$ cat config.mk
export PLATFORM = sky130hd
export DESIGN_NAME = spr_router
export DESIGN_NICKNAME = d
export VERILOG_FILES = /design/src/spr_pkg.sv /design/src/spr_recog.sv /design/src/spr_router.sv /design/src/spr_uart.sv
export SDC_FILE = /design/constraint.sdc
export NUM_CORES = 2
export LEC_CHECK = 0
export BUFFER_PORTS_ARGS = -buffer_cell sky130_fd_sc_hd__buf_2
export CAP_MARGIN = 20
export CELL_PAD_IN_SITES_DETAIL_PLACEMENT = 1
export CELL_PAD_IN_SITES_GLOBAL_PLACEMENT = 2
export CORE_ASPECT_RATIO = 1.1
export CORE_MARGIN = 2
export CORE_UTILIZATION = 43
export CTS_CLUSTER_SIZE = 30
export DETAILED_ROUTE_END_ITERATION = 6
export PLACE_DENSITY_LB_ADDON = 0.1
export SLEW_MARGIN = 10
export SYNTH_ARGS = -nofsm -noshare
export SYNTH_HDL_FRONTEND = slang
export SYNTH_HIERARCHICAL = 1
export SYNTH_SLANG_ARGS = --single-unit
$ cat constraint.sdc
create_clock -name hclk -period 4.6 [get_ports hclk]
set_input_delay 0.23 -clock hclk [delete_from_list [all_inputs] [get_ports hclk]]
set_output_delay 0.23 -clock hclk [all_outputs]
set_load 0.1 [all_outputs]
$ cat src/spr_pkg.sv
package spr_pkg;
  // clock and timing
  localparam int unsigned CLK_HZ = 125_000_000;
  localparam int unsigned BAUD_RST = 9600;
  localparam int unsigned DIV_RST = (CLK_HZ + BAUD_RST / 2) / BAUD_RST;
  localparam int unsigned IDLE_MS = 10;
  localparam int unsigned IDLE_CYC = (CLK_HZ / 1000) * IDLE_MS;

  // sizes
  localparam int unsigned NPORT = 2;
  localparam int unsigned MSG_DEPTH = 16;
  localparam int unsigned DELIM_MAX = 4;
  localparam int unsigned IRQ_W = 3;

  // register offsets (port registers repeat at PORT_STRIDE)
  localparam logic [7:0] OFS_MODE = 8'h00;
  localparam logic [7:0] OFS_BAUD = 8'h04;
  localparam logic [7:0] OFS_NETP = 8'h08;
  localparam logic [7:0] OFS_PROTO = 8'h0c;
  localparam logic [7:0] PORT_STRIDE = 8'h10;
  localparam logic [7:0] OFS_RCTL = 8'h20;
  localparam logic [7:0] OFS_DELIM = 8'h24;
  localparam logic [7:0] OFS_TMO = 8'h28;
  localparam logic [7:0] OFS_MLEN = 8'h2c;
  localparam logic [7:0] OFS_IST = 8'h30;
  localparam logic [7:0] OFS_ICLR = 8'h34;
  localparam logic [7:0] OFS_IEN = 8'h38;
  localparam logic [7:0] OFS_MSG = 8'h40;

  // field positions
  localparam int unsigned RCTL_EN = 0;
  localparam int unsigned RCTL_SEL = 1;
  localparam int unsigned RCTL_LEN = 2;
  localparam int unsigned IRQ_MSG = 0;
  localparam int unsigned IRQ_OVR = 1;

  // reset values
  localparam logic [15:0] NETP0_RST = 16'h1f41;
  localparam logic [15:0] NETP1_RST = 16'h1f42;
  localparam logic [31:0] DELIM_RST = 32'h0000_000d;
  localparam logic [2:0] DLEN_RST = 3'h1;

  typedef enum logic [2:0] {
    SPR_MODE_CTRL = 3'b001,
    SPR_MODE_BRIDGE = 3'b010,
    SPR_MODE_OFF = 3'b100
  } spr_mode_e;

  typedef enum logic [1:0] {SPR_RX_IDLE = 2'b01, SPR_RX_BUSY = 2'b10} spr_rx_e;
  typedef enum logic [1:0] {SPR_TX_IDLE = 2'b01, SPR_TX_BUSY = 2'b10} spr_tx_e;

  // byte toward the command interpreter
  typedef struct packed {
    logic port;
    logic proto;
    logic [7:0] data;
  } spr_cmd_s;

  // byte to or from a network socket
  typedef struct packed {
    logic [15:0] tcp_port;
    logic [7:0] data;
  } spr_net_s;

  // anything that is not a legal one-hot code counts as disconnected
  function automatic spr_mode_e spr_mode_dec(input logic [2:0] v);
    case (v)
      3'b001: spr_mode_dec = SPR_MODE_CTRL;
      3'b010: spr_mode_dec = SPR_MODE_BRIDGE;
      default: spr_mode_dec = SPR_MODE_OFF;
    endcase
  endfunction
endpackage

$ cat src/spr_recog.sv
`timescale 1ns/100ps
module spr_recog import spr_pkg::*; (
  // clock and reset
  input wire logic hclk,
  input wire logic hresetn,
  // settings
  input wire logic en,
  input wire logic [31:0] delim,
  input wire logic [2:0] delim_len,
  input wire logic [23:0] timeout,
  // incoming bytes
  input wire logic in_valid,
  input wire logic [7:0] in_data,
  // last completed message
  output logic done,
  output logic [4:0] msg_len,
  output logic [8*MSG_DEPTH-1:0] msg_flat
);
  logic [7:0] acc_q [MSG_DEPTH];
  logic [7:0] acc_d [MSG_DEPTH];
  logic [7:0] msg_q [MSG_DEPTH];
  logic [7:0] msg_d [MSG_DEPTH];
  logic [4:0] cnt_q, cnt_d, len_q, len_d;
  logic [23:0] idle_q, idle_d;
  logic [31:0] tail_q, tail_d;
  logic done_q, done_d;

  // byte mask for a delimiter of n bytes, last byte in the low lane
  function automatic logic [31:0] dmask(input logic [2:0] n);
    dmask = 32'h0000_0000;
    for (int i = 0; i < DELIM_MAX; i++) begin
      if (i < n) dmask[8*i +: 8] = 8'hff;
    end
  endfunction

  // a full buffer also ends the message, so no byte is lost silently
  always_comb begin
    logic hit;
    hit = 1'b0;
    acc_d = acc_q;
    msg_d = msg_q;
    cnt_d = cnt_q;
    len_d = len_q;
    tail_d = tail_q;
    done_d = 1'b0;
    idle_d = (idle_q == 24'hff_ffff) ? idle_q : idle_q + 24'h00_0001;
    if (!en) begin
      cnt_d = 5'h00;
    end else if (in_valid) begin
      idle_d = 24'h00_0000;
      acc_d[cnt_q[3:0]] = in_data;
      tail_d = {tail_q[23:0], in_data};
      cnt_d = cnt_q + 5'h01;
      hit = (delim_len != 3'h0) && ({2'b00, delim_len} <= cnt_d)
        && (((tail_d ^ delim) & dmask(delim_len)) == 32'h0000_0000);
      if (hit || cnt_d == 5'(MSG_DEPTH)) begin
        msg_d = acc_d;
        len_d = cnt_d;
        cnt_d = 5'h00;
        done_d = 1'b1;
      end
    end else if (cnt_q != 5'h00 && idle_q >= timeout) begin
      msg_d = acc_d;
      len_d = cnt_q;
      cnt_d = 5'h00;
      done_d = 1'b1;
    end
  end

  always_ff @(posedge hclk or negedge hresetn) begin
    if (!hresetn) begin
      for (int i = 0; i < MSG_DEPTH; i++) begin
        acc_q[i] <= 8'h00;
        msg_q[i] <= 8'h00;
      end
      cnt_q <= 5'h00;
      len_q <= 5'h00;
      idle_q <= 24'h00_0000;
      tail_q <= 32'h0000_0000;
      done_q <= 1'b0;
    end else begin
      acc_q <= acc_d;
      msg_q <= msg_d;
      cnt_q <= cnt_d;
      len_q <= len_d;
      idle_q <= idle_d;
      tail_q <= tail_d;
      done_q <= done_d;
    end
  end

  // flatten the stored message, byte 0 in the low lane
  always_comb begin
    for (int i = 0; i < MSG_DEPTH; i++) msg_flat[8*i +: 8] = msg_q[i];
  end
  assign done = done_q;
  assign msg_len = len_q;
endmodule // spr_recog

$ cat src/spr_router.sv
// Operation
// - each port in exactly one of three modes
// - local and link ports hold separate modes
// - per-port baud rate, rate conversion built in
// - control mode feeds the command interpreter
// - bridge mode converts between socket and serial
// - socket number per port, local default 8001
// - bridge works alike on local and link port
// - disconnected port joins neither control nor bridge
// - collect bytes until delimiter or idle timeout
// - keep last message and raise an event
`timescale 1ns/100ps
module spr_router import spr_pkg::*; #(
  parameter int unsigned DIV_INIT = DIV_RST,
  parameter int unsigned TMO_INIT = IDLE_CYC
) (
  // clock and reset
  input wire logic hclk,
  input wire logic hresetn,
  // ahb-lite register slave
  input wire logic hsel,
  input wire logic [31:0] haddr,
  input wire logic [1:0] htrans,
  input wire logic hwrite,
  input wire logic [2:0] hsize,
  input wire logic [31:0] hwdata,
  input wire logic hready,
  output logic hreadyout,
  output logic hresp,
  output logic [31:0] hrdata,
  // serial pins: local port and twisted-pair link channel
  input wire logic local_rxd,
  output logic local_txd,
  input wire logic link_rxd,
  output logic link_txd,
  // bytes to the command interpreter
  output logic cmd_valid,
  input wire logic cmd_ready,
  output spr_cmd_s cmd,
  // socket payload to serial
  input wire logic net_in_valid,
  output logic net_in_ready,
  input wire spr_net_s net_in,
  // serial payload to socket
  output logic net_out_valid,
  input wire logic net_out_ready,
  output spr_net_s net_out,
  // interrupt
  output logic irq
);
  // per-port settings
  logic [2:0] mode_q [NPORT];
  logic [2:0] mode_d [NPORT];
  logic [15:0] div_q [NPORT];
  logic [15:0] div_d [NPORT];
  logic [15:0] netp_q [NPORT];
  logic [15:0] netp_d [NPORT];
  logic [NPORT-1:0] proto_q, proto_d;
  // recognizer and interrupt registers
  logic [4:0] rctl_q, rctl_d;
  logic [31:0] delim_q, delim_d;
  logic [23:0] tmo_q, tmo_d;
  logic [IRQ_W-1:0] ist_q, ist_d, ien_q, ien_d, iclr, ev;
  // bus phase state
  logic act_q, act_d, wr_q, wr_d;
  logic [7:0] adr_q, adr_d;
  logic [31:0] rdata_q, rdata_d, rd_val;
  logic take;
  // datapath
  spr_mode_e mode [NPORT];
  logic [NPORT-1:0] rxd, txd, rx_v, tx_v, tx_rdy, hit, is_ctrl, is_brg;
  logic [7:0] rx_b [NPORT];
  logic [NPORT-1:0] pend_q, pend_d, pop;
  logic [7:0] pend_b_q [NPORT];
  logic [7:0] pend_b_d [NPORT];
  logic c_sel, n_sel, r_done;
  logic [4:0] r_len;
  logic [8*MSG_DEPTH-1:0] r_msg;

  assign take = hsel & htrans[1] & hready;
  assign hreadyout = 1'b1; // zero wait states, every access answers at once
  assign hresp = 1'b0;
  assign hrdata = rdata_q;

  // mode decode: illegal codes fall back to disconnected
  always_comb begin
    for (int i = 0; i < NPORT; i++) begin
      mode[i] = spr_mode_dec(mode_q[i]);
      is_ctrl[i] = (mode[i] == SPR_MODE_CTRL);
      is_brg[i] = (mode[i] == SPR_MODE_BRIDGE);
    end
  end

  // read mux, sampled in the address phase so hrdata comes from a flop
  always_comb begin
    logic [7:0] a;
    logic [7:0] f;
    a = haddr[7:0];
    f = a & ~PORT_STRIDE;
    rd_val = 32'h0000_0000;
    if (a < OFS_RCTL) begin
      if (f == OFS_MODE) rd_val = {29'h0, mode_q[a[4]]};
      else if (f == OFS_BAUD) rd_val = {16'h0000, div_q[a[4]]};
      else if (f == OFS_NETP) rd_val = {16'h0000, netp_q[a[4]]};
      else rd_val = {31'h0, proto_q[a[4]]};
    end else if (a == OFS_RCTL) rd_val = {27'h0, rctl_q};
    else if (a == OFS_DELIM) rd_val = delim_q;
    else if (a == OFS_TMO) rd_val = {8'h00, tmo_q};
    else if (a == OFS_MLEN) rd_val = {27'h0, r_len};
    else if (a == OFS_IST) rd_val = {29'h0, ist_q};
    else if (a == OFS_IEN) rd_val = {29'h0, ien_q};
    else if (a[7:4] == OFS_MSG[7:4]) rd_val = r_msg[32*a[3:2] +: 32];
  end

  // register writes land in the data phase
  always_comb begin
    logic [7:0] f;
    logic p;
    f = adr_q & ~PORT_STRIDE;
    p = adr_q[4];
    act_d = take;
    wr_d = hwrite;
    adr_d = haddr[7:0];
    rdata_d = (take && !hwrite) ? rd_val : rdata_q;
    mode_d = mode_q;
    div_d = div_q;
    netp_d = netp_q;
    proto_d = proto_q;
    rctl_d = rctl_q;
    delim_d = delim_q;
    tmo_d = tmo_q;
    ien_d = ien_q;
    iclr = '0;
    if (act_q && wr_q) begin
      if (adr_q < OFS_RCTL) begin
        if (f == OFS_MODE) mode_d[p] = hwdata[2:0];
        else if (f == OFS_BAUD) div_d[p] = hwdata[15:0];
        else if (f == OFS_NETP) netp_d[p] = hwdata[15:0];
        else proto_d[p] = hwdata[0];
      end else if (adr_q == OFS_RCTL) rctl_d = hwdata[4:0];
      else if (adr_q == OFS_DELIM) delim_d = hwdata;
      else if (adr_q == OFS_TMO) tmo_d = hwdata[23:0];
      else if (adr_q == OFS_ICLR) iclr = hwdata[IRQ_W-1:0];
      else if (adr_q == OFS_IEN) ien_d = hwdata[IRQ_W-1:0];
    end
    ist_d = (ist_q & ~iclr) | ev; // a new event beats a clear in the same cycle
  end

  always_ff @(posedge hclk or negedge hresetn) begin
    if (!hresetn) begin
      act_q <= 1'b0;
      wr_q <= 1'b0;
      adr_q <= 8'h00;
      rdata_q <= 32'h0000_0000;
      mode_q[0] <= SPR_MODE_CTRL;
      mode_q[1] <= SPR_MODE_OFF;
      div_q[0] <= 16'(DIV_INIT);
      div_q[1] <= 16'(DIV_INIT);
      netp_q[0] <= NETP0_RST;
      netp_q[1] <= NETP1_RST;
      proto_q <= '0;
      rctl_q <= {DLEN_RST, 2'b00};
      delim_q <= DELIM_RST;
      tmo_q <= 24'(TMO_INIT);
      ist_q <= '0;
      ien_q <= '0;
    end else begin
      act_q <= act_d;
      wr_q <= wr_d;
      adr_q <= adr_d;
      rdata_q <= rdata_d;
      mode_q <= mode_d;
      div_q <= div_d;
      netp_q <= netp_d;
      proto_q <= proto_d;
      rctl_q <= rctl_d;
      delim_q <= delim_d;
      tmo_q <= tmo_d;
      ist_q <= ist_d;
      ien_q <= ien_d;
    end
  end

  assign irq = |(ist_q & ien_q);
  assign rxd = {link_rxd, local_rxd};
  assign local_txd = txd[0];
  assign link_txd = txd[1];

  // one uart per port, each on its own divisor; bytes cross at byte level
  // so differing rates need no further conversion
  for (genvar g = 0; g < NPORT; g++) begin : g_port
    spr_uart u_uart (
      .hclk(hclk),
      .hresetn(hresetn),
      .div(div_q[g]),
      .rxd(rxd[g]),
      .rx_valid(rx_v[g]),
      .rx_data(rx_b[g]),
      .txd(txd[g]),
      .tx_valid(tx_v[g]),
      .tx_ready(tx_rdy[g]),
      .tx_data(net_in.data)
    );
  end

  // socket to serial: the port whose number matches and is bridging takes it
  always_comb begin
    for (int i = 0; i < NPORT; i++) begin
      hit[i] = is_brg[i] && (net_in.tcp_port == netp_q[i]);
    end
    tx_v[0] = net_in_valid && hit[0];
    tx_v[1] = net_in_valid && hit[1] && !hit[0];
    // unmatched payload is swallowed so the socket side never hangs
    net_in_ready = hit[0] ? tx_rdy[0] : (hit[1] ? tx_rdy[1] : 1'b1);
  end

  // serial to interpreter or socket; one byte held per port, local first
  always_comb begin
    c_sel = !(pend_q[0] && is_ctrl[0]);
    n_sel = !(pend_q[0] && is_brg[0]);
    cmd_valid = |(pend_q & is_ctrl);
    cmd = '{port: c_sel, proto: proto_q[c_sel], data: pend_b_q[c_sel]};
    net_out_valid = |(pend_q & is_brg);
    net_out = '{tcp_port: netp_q[n_sel], data: pend_b_q[n_sel]};
    pop = '0;
    if (cmd_valid && cmd_ready) pop[c_sel] = 1'b1;
    if (net_out_valid && net_out_ready) pop[n_sel] = 1'b1;
    pend_d = pend_q & ~pop & ~(~(is_ctrl | is_brg));
    pend_b_d = pend_b_q;
    ev = '0;
    for (int i = 0; i < NPORT; i++) begin
      if (rx_v[i] && (is_ctrl[i] || is_brg[i])) begin
        if (pend_q[i] && !pop[i]) begin
          ev[IRQ_OVR + i] = 1'b1; // held byte kept, newcomer dropped
        end else begin
          pend_d[i] = 1'b1;
          pend_b_d[i] = rx_b[i];
        end
      end
    end
    ev[IRQ_MSG] = r_done;
  end

  always_ff @(posedge hclk or negedge hresetn) begin
    if (!hresetn) begin
      pend_q <= '0;
      pend_b_q[0] <= 8'h00;
      pend_b_q[1] <= 8'h00;
    end else begin
      pend_q <= pend_d;
      pend_b_q <= pend_b_d;
    end
  end

  // recognizer listens to the selected port whatever its mode
  spr_recog u_recog (
    .hclk(hclk),
    .hresetn(hresetn),
    .en(rctl_q[RCTL_EN]),
    .delim(delim_q),
    .delim_len(rctl_q[RCTL_LEN +: 3]),
    .timeout(tmo_q),
    .in_valid(rx_v[rctl_q[RCTL_SEL]]),
    .in_data(rx_b[rctl_q[RCTL_SEL]]),
    .done(r_done),
    .msg_len(r_len),
    .msg_flat(r_msg)
  );
endmodule // spr_router

$ cat src/spr_uart.sv
`timescale 1ns/100ps
module spr_uart import spr_pkg::*; (
  // clock and reset
  input wire logic hclk,
  input wire logic hresetn,
  // bit time in clock cycles
  input wire logic [15:0] div,
  // receive side
  input wire logic rxd,
  output logic rx_valid,
  output logic [7:0] rx_data,
  // transmit side
  output logic txd,
  input wire logic tx_valid,
  output logic tx_ready,
  input wire logic [7:0] tx_data
);
  spr_rx_e rx_st_q, rx_st_d;
  logic [15:0] rx_cnt_q, rx_cnt_d;
  logic [3:0] rx_bit_q, rx_bit_d;
  logic [7:0] rx_sh_q, rx_sh_d;
  logic rx_v_q, rx_v_d;
  logic [7:0] rx_dat_q, rx_dat_d;
  spr_tx_e tx_st_q, tx_st_d;
  logic [15:0] tx_cnt_q, tx_cnt_d;
  logic [3:0] tx_bit_q, tx_bit_d;
  logic [8:0] tx_sh_q, tx_sh_d;
  logic txd_q, txd_d;

  // receiver: 8N1, sample in mid bit, a start bit that is gone by then is noise
  always_comb begin
    rx_st_d = rx_st_q;
    rx_cnt_d = rx_cnt_q;
    rx_bit_d = rx_bit_q;
    rx_sh_d = rx_sh_q;
    rx_v_d = 1'b0;
    rx_dat_d = rx_dat_q;
    unique case (rx_st_q)
      SPR_RX_IDLE: begin
        if (!rxd) begin
          rx_st_d = SPR_RX_BUSY;
          rx_cnt_d = {1'b0, div[15:1]};
          rx_bit_d = 4'h0;
        end
      end
      SPR_RX_BUSY: begin
        if (rx_cnt_q != 16'h0000) begin
          rx_cnt_d = rx_cnt_q - 16'h0001;
        end else begin
          rx_cnt_d = div - 16'h0001;
          rx_bit_d = rx_bit_q + 4'h1;
          if (rx_bit_q == 4'h0) begin
            if (rxd) rx_st_d = SPR_RX_IDLE;
          end else if (rx_bit_q <= 4'h8) begin
            rx_sh_d = {rxd, rx_sh_q[7:1]};
          end else begin
            rx_st_d = SPR_RX_IDLE;
            rx_v_d = rxd; // framing error drops the byte
            rx_dat_d = rx_sh_q;
          end
        end
      end
    endcase
  end

  always_ff @(posedge hclk or negedge hresetn) begin
    if (!hresetn) begin
      rx_st_q <= SPR_RX_IDLE;
      rx_cnt_q <= 16'h0000;
      rx_bit_q <= 4'h0;
      rx_sh_q <= 8'h00;
      rx_v_q <= 1'b0;
      rx_dat_q <= 8'h00;
    end else begin
      rx_st_q <= rx_st_d;
      rx_cnt_q <= rx_cnt_d;
      rx_bit_q <= rx_bit_d;
      rx_sh_q <= rx_sh_d;
      rx_v_q <= rx_v_d;
      rx_dat_q <= rx_dat_d;
    end
  end

  // transmitter: start bit goes out at once, then 8 data bits and the stop bit
  always_comb begin
    tx_st_d = tx_st_q;
    tx_cnt_d = tx_cnt_q;
    tx_bit_d = tx_bit_q;
    tx_sh_d = tx_sh_q;
    txd_d = txd_q;
    unique case (tx_st_q)
      SPR_TX_IDLE: begin
        if (tx_valid) begin
          tx_st_d = SPR_TX_BUSY;
          tx_sh_d = {1'b1, tx_data};
          tx_bit_d = 4'h9;
          tx_cnt_d = div - 16'h0001;
          txd_d = 1'b0;
        end
      end
      SPR_TX_BUSY: begin
        if (tx_cnt_q != 16'h0000) begin
          tx_cnt_d = tx_cnt_q - 16'h0001;
        end else if (tx_bit_q == 4'h0) begin
          tx_st_d = SPR_TX_IDLE;
          txd_d = 1'b1;
        end else begin
          txd_d = tx_sh_q[0];
          tx_sh_d = {1'b1, tx_sh_q[8:1]};
          tx_bit_d = tx_bit_q - 4'h1;
          tx_cnt_d = div - 16'h0001;
        end
      end
    endcase
  end

  always_ff @(posedge hclk or negedge hresetn) begin
    if (!hresetn) begin
      tx_st_q <= SPR_TX_IDLE;
      tx_cnt_q <= 16'h0000;
      tx_bit_q <= 4'h0;
      tx_sh_q <= 9'h1ff;
      txd_q <= 1'b1;
    end else begin
      tx_st_q <= tx_st_d;
      tx_cnt_q <= tx_cnt_d;
      tx_bit_q <= tx_bit_d;
      tx_sh_q <= tx_sh_d;
      txd_q <= txd_d;
    end
  end

  assign rx_valid = rx_v_q;
  assign rx_data = rx_dat_q;
  assign txd = txd_q;
  assign tx_ready = (tx_st_q == SPR_TX_IDLE);
endmodule // spr_uart

==> results by group <==
Drt
  • Vias per std cell: 5.80
  • Drt total wl: 105000 µm
  • Antenna Nets Post-Route: 0
  • First drt pass iteration count: 5
  • Drc violations: 0
  • Vias: 24200
  • Routed WL per cell: 25.2 µm
  • First DRT Iteration DRCs: 1388

Timing
  • Clk_skew: 0.0275 ns
  • WHS: 0.0341 ns
  • Sum of negative setup slack: 0 ns
  • Final worst path period need: 3.88 ns
  • Fmax: 0.258 GHz
  • Endpoints failing hold: 0
  • Worst Slack Setup Final: 0.719 ns
  • Final period util: 0.844
  • Max_slew headroom: 0.276
  • Worst Tran Pin Value: 1.08 ns
  • RSZ-0062 raised after global routing: no
  • Slew Limit Fails: 0
  • Endpoints failing setup: 0

Clock network
  • CTS H-tree depth: 3
  • CTS tree: yes
  • Max Root-Sink Buffers: 3
  • Worst-path clk slew: 0.06 ns
  • Sink Count: 654
  • Total CTS buffers: 76
  • Worst skew pair latency: 0.64 ns
  • CTS resizes: 0
  • Root cell of the clock tree: clkbuf_16

Final layout
  • Layout area overhead: 13.9%
  • Final net count: 3222
  • Fin cells: 4172
  • Post-route cell area: 38800 µm²
  • Share of layout cells above drive strength 1: 0.326

Status
  • Outcome: completed

Die
  • Core area: 78600 µm²
  • Die Wd: 272 µm
  • Die Area: 81500 µm²
  • Die Ht: 299 µm
  • Initial Util: 0.433
  • Row cnt: 108
  • I/O Pins: 177

Setup path
  • CP Class: register to register
  • Critical Path Max Stage Delay: 0.63 ns
  • CP most frequent cell: mux2_2
  • Data required, critical path: 5.11 ns
  • Startpoint types: register
  • Critical path, cell by cell: mux2_2 > xor2_1 > or4_1 > nor4_2 > o2111ai_1 > o31a_1 > nor3b_4 > buf_12 > mux2_2
  • CP top delay family: simple AND/OR/NAND/NOR gates
  • Worst EP arrival: 4.39 ns
  • CP max stage cell: dfrtp_1
  • CP max FO: 70
  • CP Depth: 9
  • Worst Path Buf+Inv: 1
  • Critical Path End Type: register
  • Reg2reg path depth: 9

Global route
  • GRT Total Usage: 0.260
  • Largest net degree at the start of global routing: 128
  • Total congestion overflow: 0
  • First-pass GRT wire length: 163000 µm
  • Antenna violations before repair: 4
  • Vias in the first global route: 26500

Placement
  • Placed cell count: 3983
  • DP Area: 35700 µm²
  • Pre-CTS setup slack: 0.735 ns
  • Detail Placement HPWL: 73700 µm
  • I/O Buffers: 146
  • RePlAce Congestion: 0.833

Synth
  • Syn Nets: 3069
  • Gate Count Post-Synth: 2912
  • Share of the synthesized area in the top cell type: 0.430
  • Area contributors post-synth: dfrtp_1 43%, mux2_2 19%, dfstp_2 5.2%, mux4_2 2.2%, nand2_1 2.2%
  • Most instantiated cells after synthesis: 586 x dfrtp_1, 562 x mux2_2, 198 x nand2_1
  • Top FF cell, synth: dfrtp_1
  • Yosys reg bits: 654
  • Synth unique cells: 105
  • Largest area contributor in the netlist: dfrtp_1
  • Count leader, synth: dfrtp_1
  • Post-Syn Area: 34100 µm²
  • Post-synth EDFFs: 0
  • Syn Area/Cell: 11.7 µm²
  • Yosys warning total: 6
  • Post-synthesis async set-or-reset flop share: 1.00
  • Sequential area share after synthesis: 0.483

Min path
  • Worst min-delay path class: input port to register
  • Worst Hold Depth: 4

Pwr
  • Max VDD drop: 0.335 mV
  • Pwr dens: 387 nW/µm²
  • Pleak: 0.0177 µW

Run
  • Max_cap viols: 0
-- kinds of logic (layout without fill, tap and decap cells) --
logic type	Yosys count	after routing	share of synthesized area
multiplexers	707	707	0.243
AND/OR/NAND/NOR	728	728	0.110
buffers and inverters	234	448	0.0326
other	2	3	0.000220
adder cells (fa/ha/maj)	55	55	0.0201
AO/OA/AOI/OAI	415	415	0.0821
XOR/XNOR	117	117	0.0301
flip-flops	654	654	0.483
-- final timing paths --
path	from	endpoint	slack (ns)
worst min-delay path	cmd_ready	ist_q[1]	0.03
min in group asynchronous	hresetn	g_port[0].u_uart/rx_bit_q[2]	0.25
worst max register to register	rctl_q[1]	u_recog/msg_flat[90]	0.72
worst min register to register	u_recog/done	ist_q[0]	0.44
max in group asynchronous	hresetn	u_recog/acc_q[12]	3.01
worst max-delay path	rctl_q[1]	u_recog/msg_flat[90]	0.72
-- per-stage QoR --
| step | util | power, µW |
|---|---|---|
| 2_1_floorplan | - | 8070 |
| 3_3_place_gp | 0.454 | 8700 |
| 3_5_place_dp | 0.454 | 8790 |
| 4_1_cts | 0.493 | 15200 |
| 5_1_grt | 0.494 | 15700 |
| 6_report | 0.494 | 15000 |
-- layout by cell type, fill, tap and decap left out, drive strengths merged, types with 12 or more instances in the layout --
| cell | instances |
|---|---|
| nor2 | 185 |
| a221oi | 14 |
| mux2i | 51 |
| dfrtp | 586 |
| xor2 | 40 |
| or4 | 16 |
| nor2b | 15 |
| or3 | 17 |
| clkinv | 12 |
| nand2b | 27 |
| xnor2 | 77 |
| nand4 | 39 |
| clkbuf | 117 |
| nor3b | 17 |
| nor4 | 34 |
| inv | 77 |
| ha | 54 |
| a2bb2oi | 13 |
| nor3 | 55 |
| a31oi | 31 |
| dlygate4sd3 | 48 |
| dfstp | 68 |
| nand2 | 198 |
| nand3 | 61 |
| mux4 | 33 |
| a22oi | 28 |
| buf | 187 |
| a21oi | 79 |
| mux2 | 623 |
| a211oi | 12 |
| and3 | 13 |
| o21ai | 116 |
-- metal layers --
| layer | vias up | wire length, µm | GRT usage |
|---|---|---|---|
| li1 | 10900 | - | - |
| met1 | 12700 | 44000 | 0.322 |
| met2 | 372 | 53500 | 0.457 |
| met3 | 160 | 3950 | 0.0444 |
| met4 | 8 | 3620 | 0.0916 |
| met5 | - | 39 | 0 |
-- sequential cells by signal (all words and copies together) (netlist names), 8 cells and up --
name,flops
u_recog/acc_q,128
u_recog/msg_flat,128
delim_q,32
div_q,32
g_port.u_uart/rx_cnt_q,32
g_port.u_uart/tx_cnt_q,32
hrdata,32
netp_q,32
tmo_q,24
u_recog/idle_q,24
u_recog/tail_q,24
g_port.u_uart/rx_data,16
g_port.u_uart/rx_sh_q,16
g_port.u_uart/tx_sh_q,16
pend_b_q,16
adr_q,8
g_port.u_uart/rx_bit_q,8
g_port.u_uart/tx_bit_q,8
-- cell type report --
type,count,area (µm²)
fillers,8246,39800
multi-input cells,2024,16600
flip-flops and latches,654,16500
clock buffers,117,2330
repair buffers,235,1620
well taps,1045,1310
inverters,74,283
clock inverters,22,282
diodes,1,2.50
-- power by group --
part | leakage [µW] | internal, µW | switching (µW)
registers | 0.00846 | 6140 | 436
clock network | 0.00128 | 3780 | 2500
logic | 0.00791 | 710 | 1450
-- timing repair --
item / CTS / global route
hold buffers: 48 / 0
hold endpoints to repair: 201 / 0
buffers inserted: 0 / 0
-- worst reg2reg max path: cells and delay by family (launching register included) --
family / cells / cell delay, ns
buffers and inverters: 1 / 0.38
AO/OA/AOI/OAI: 2 / 0.63
flip-flops: 1 / 0.63
multiplexers: 2 / 0.89
XOR/XNOR: 1 / 0.14
AND/OR/NAND/NOR: 3 / 1.10
No activity file was read; power rests on OpenSTA's default activity.
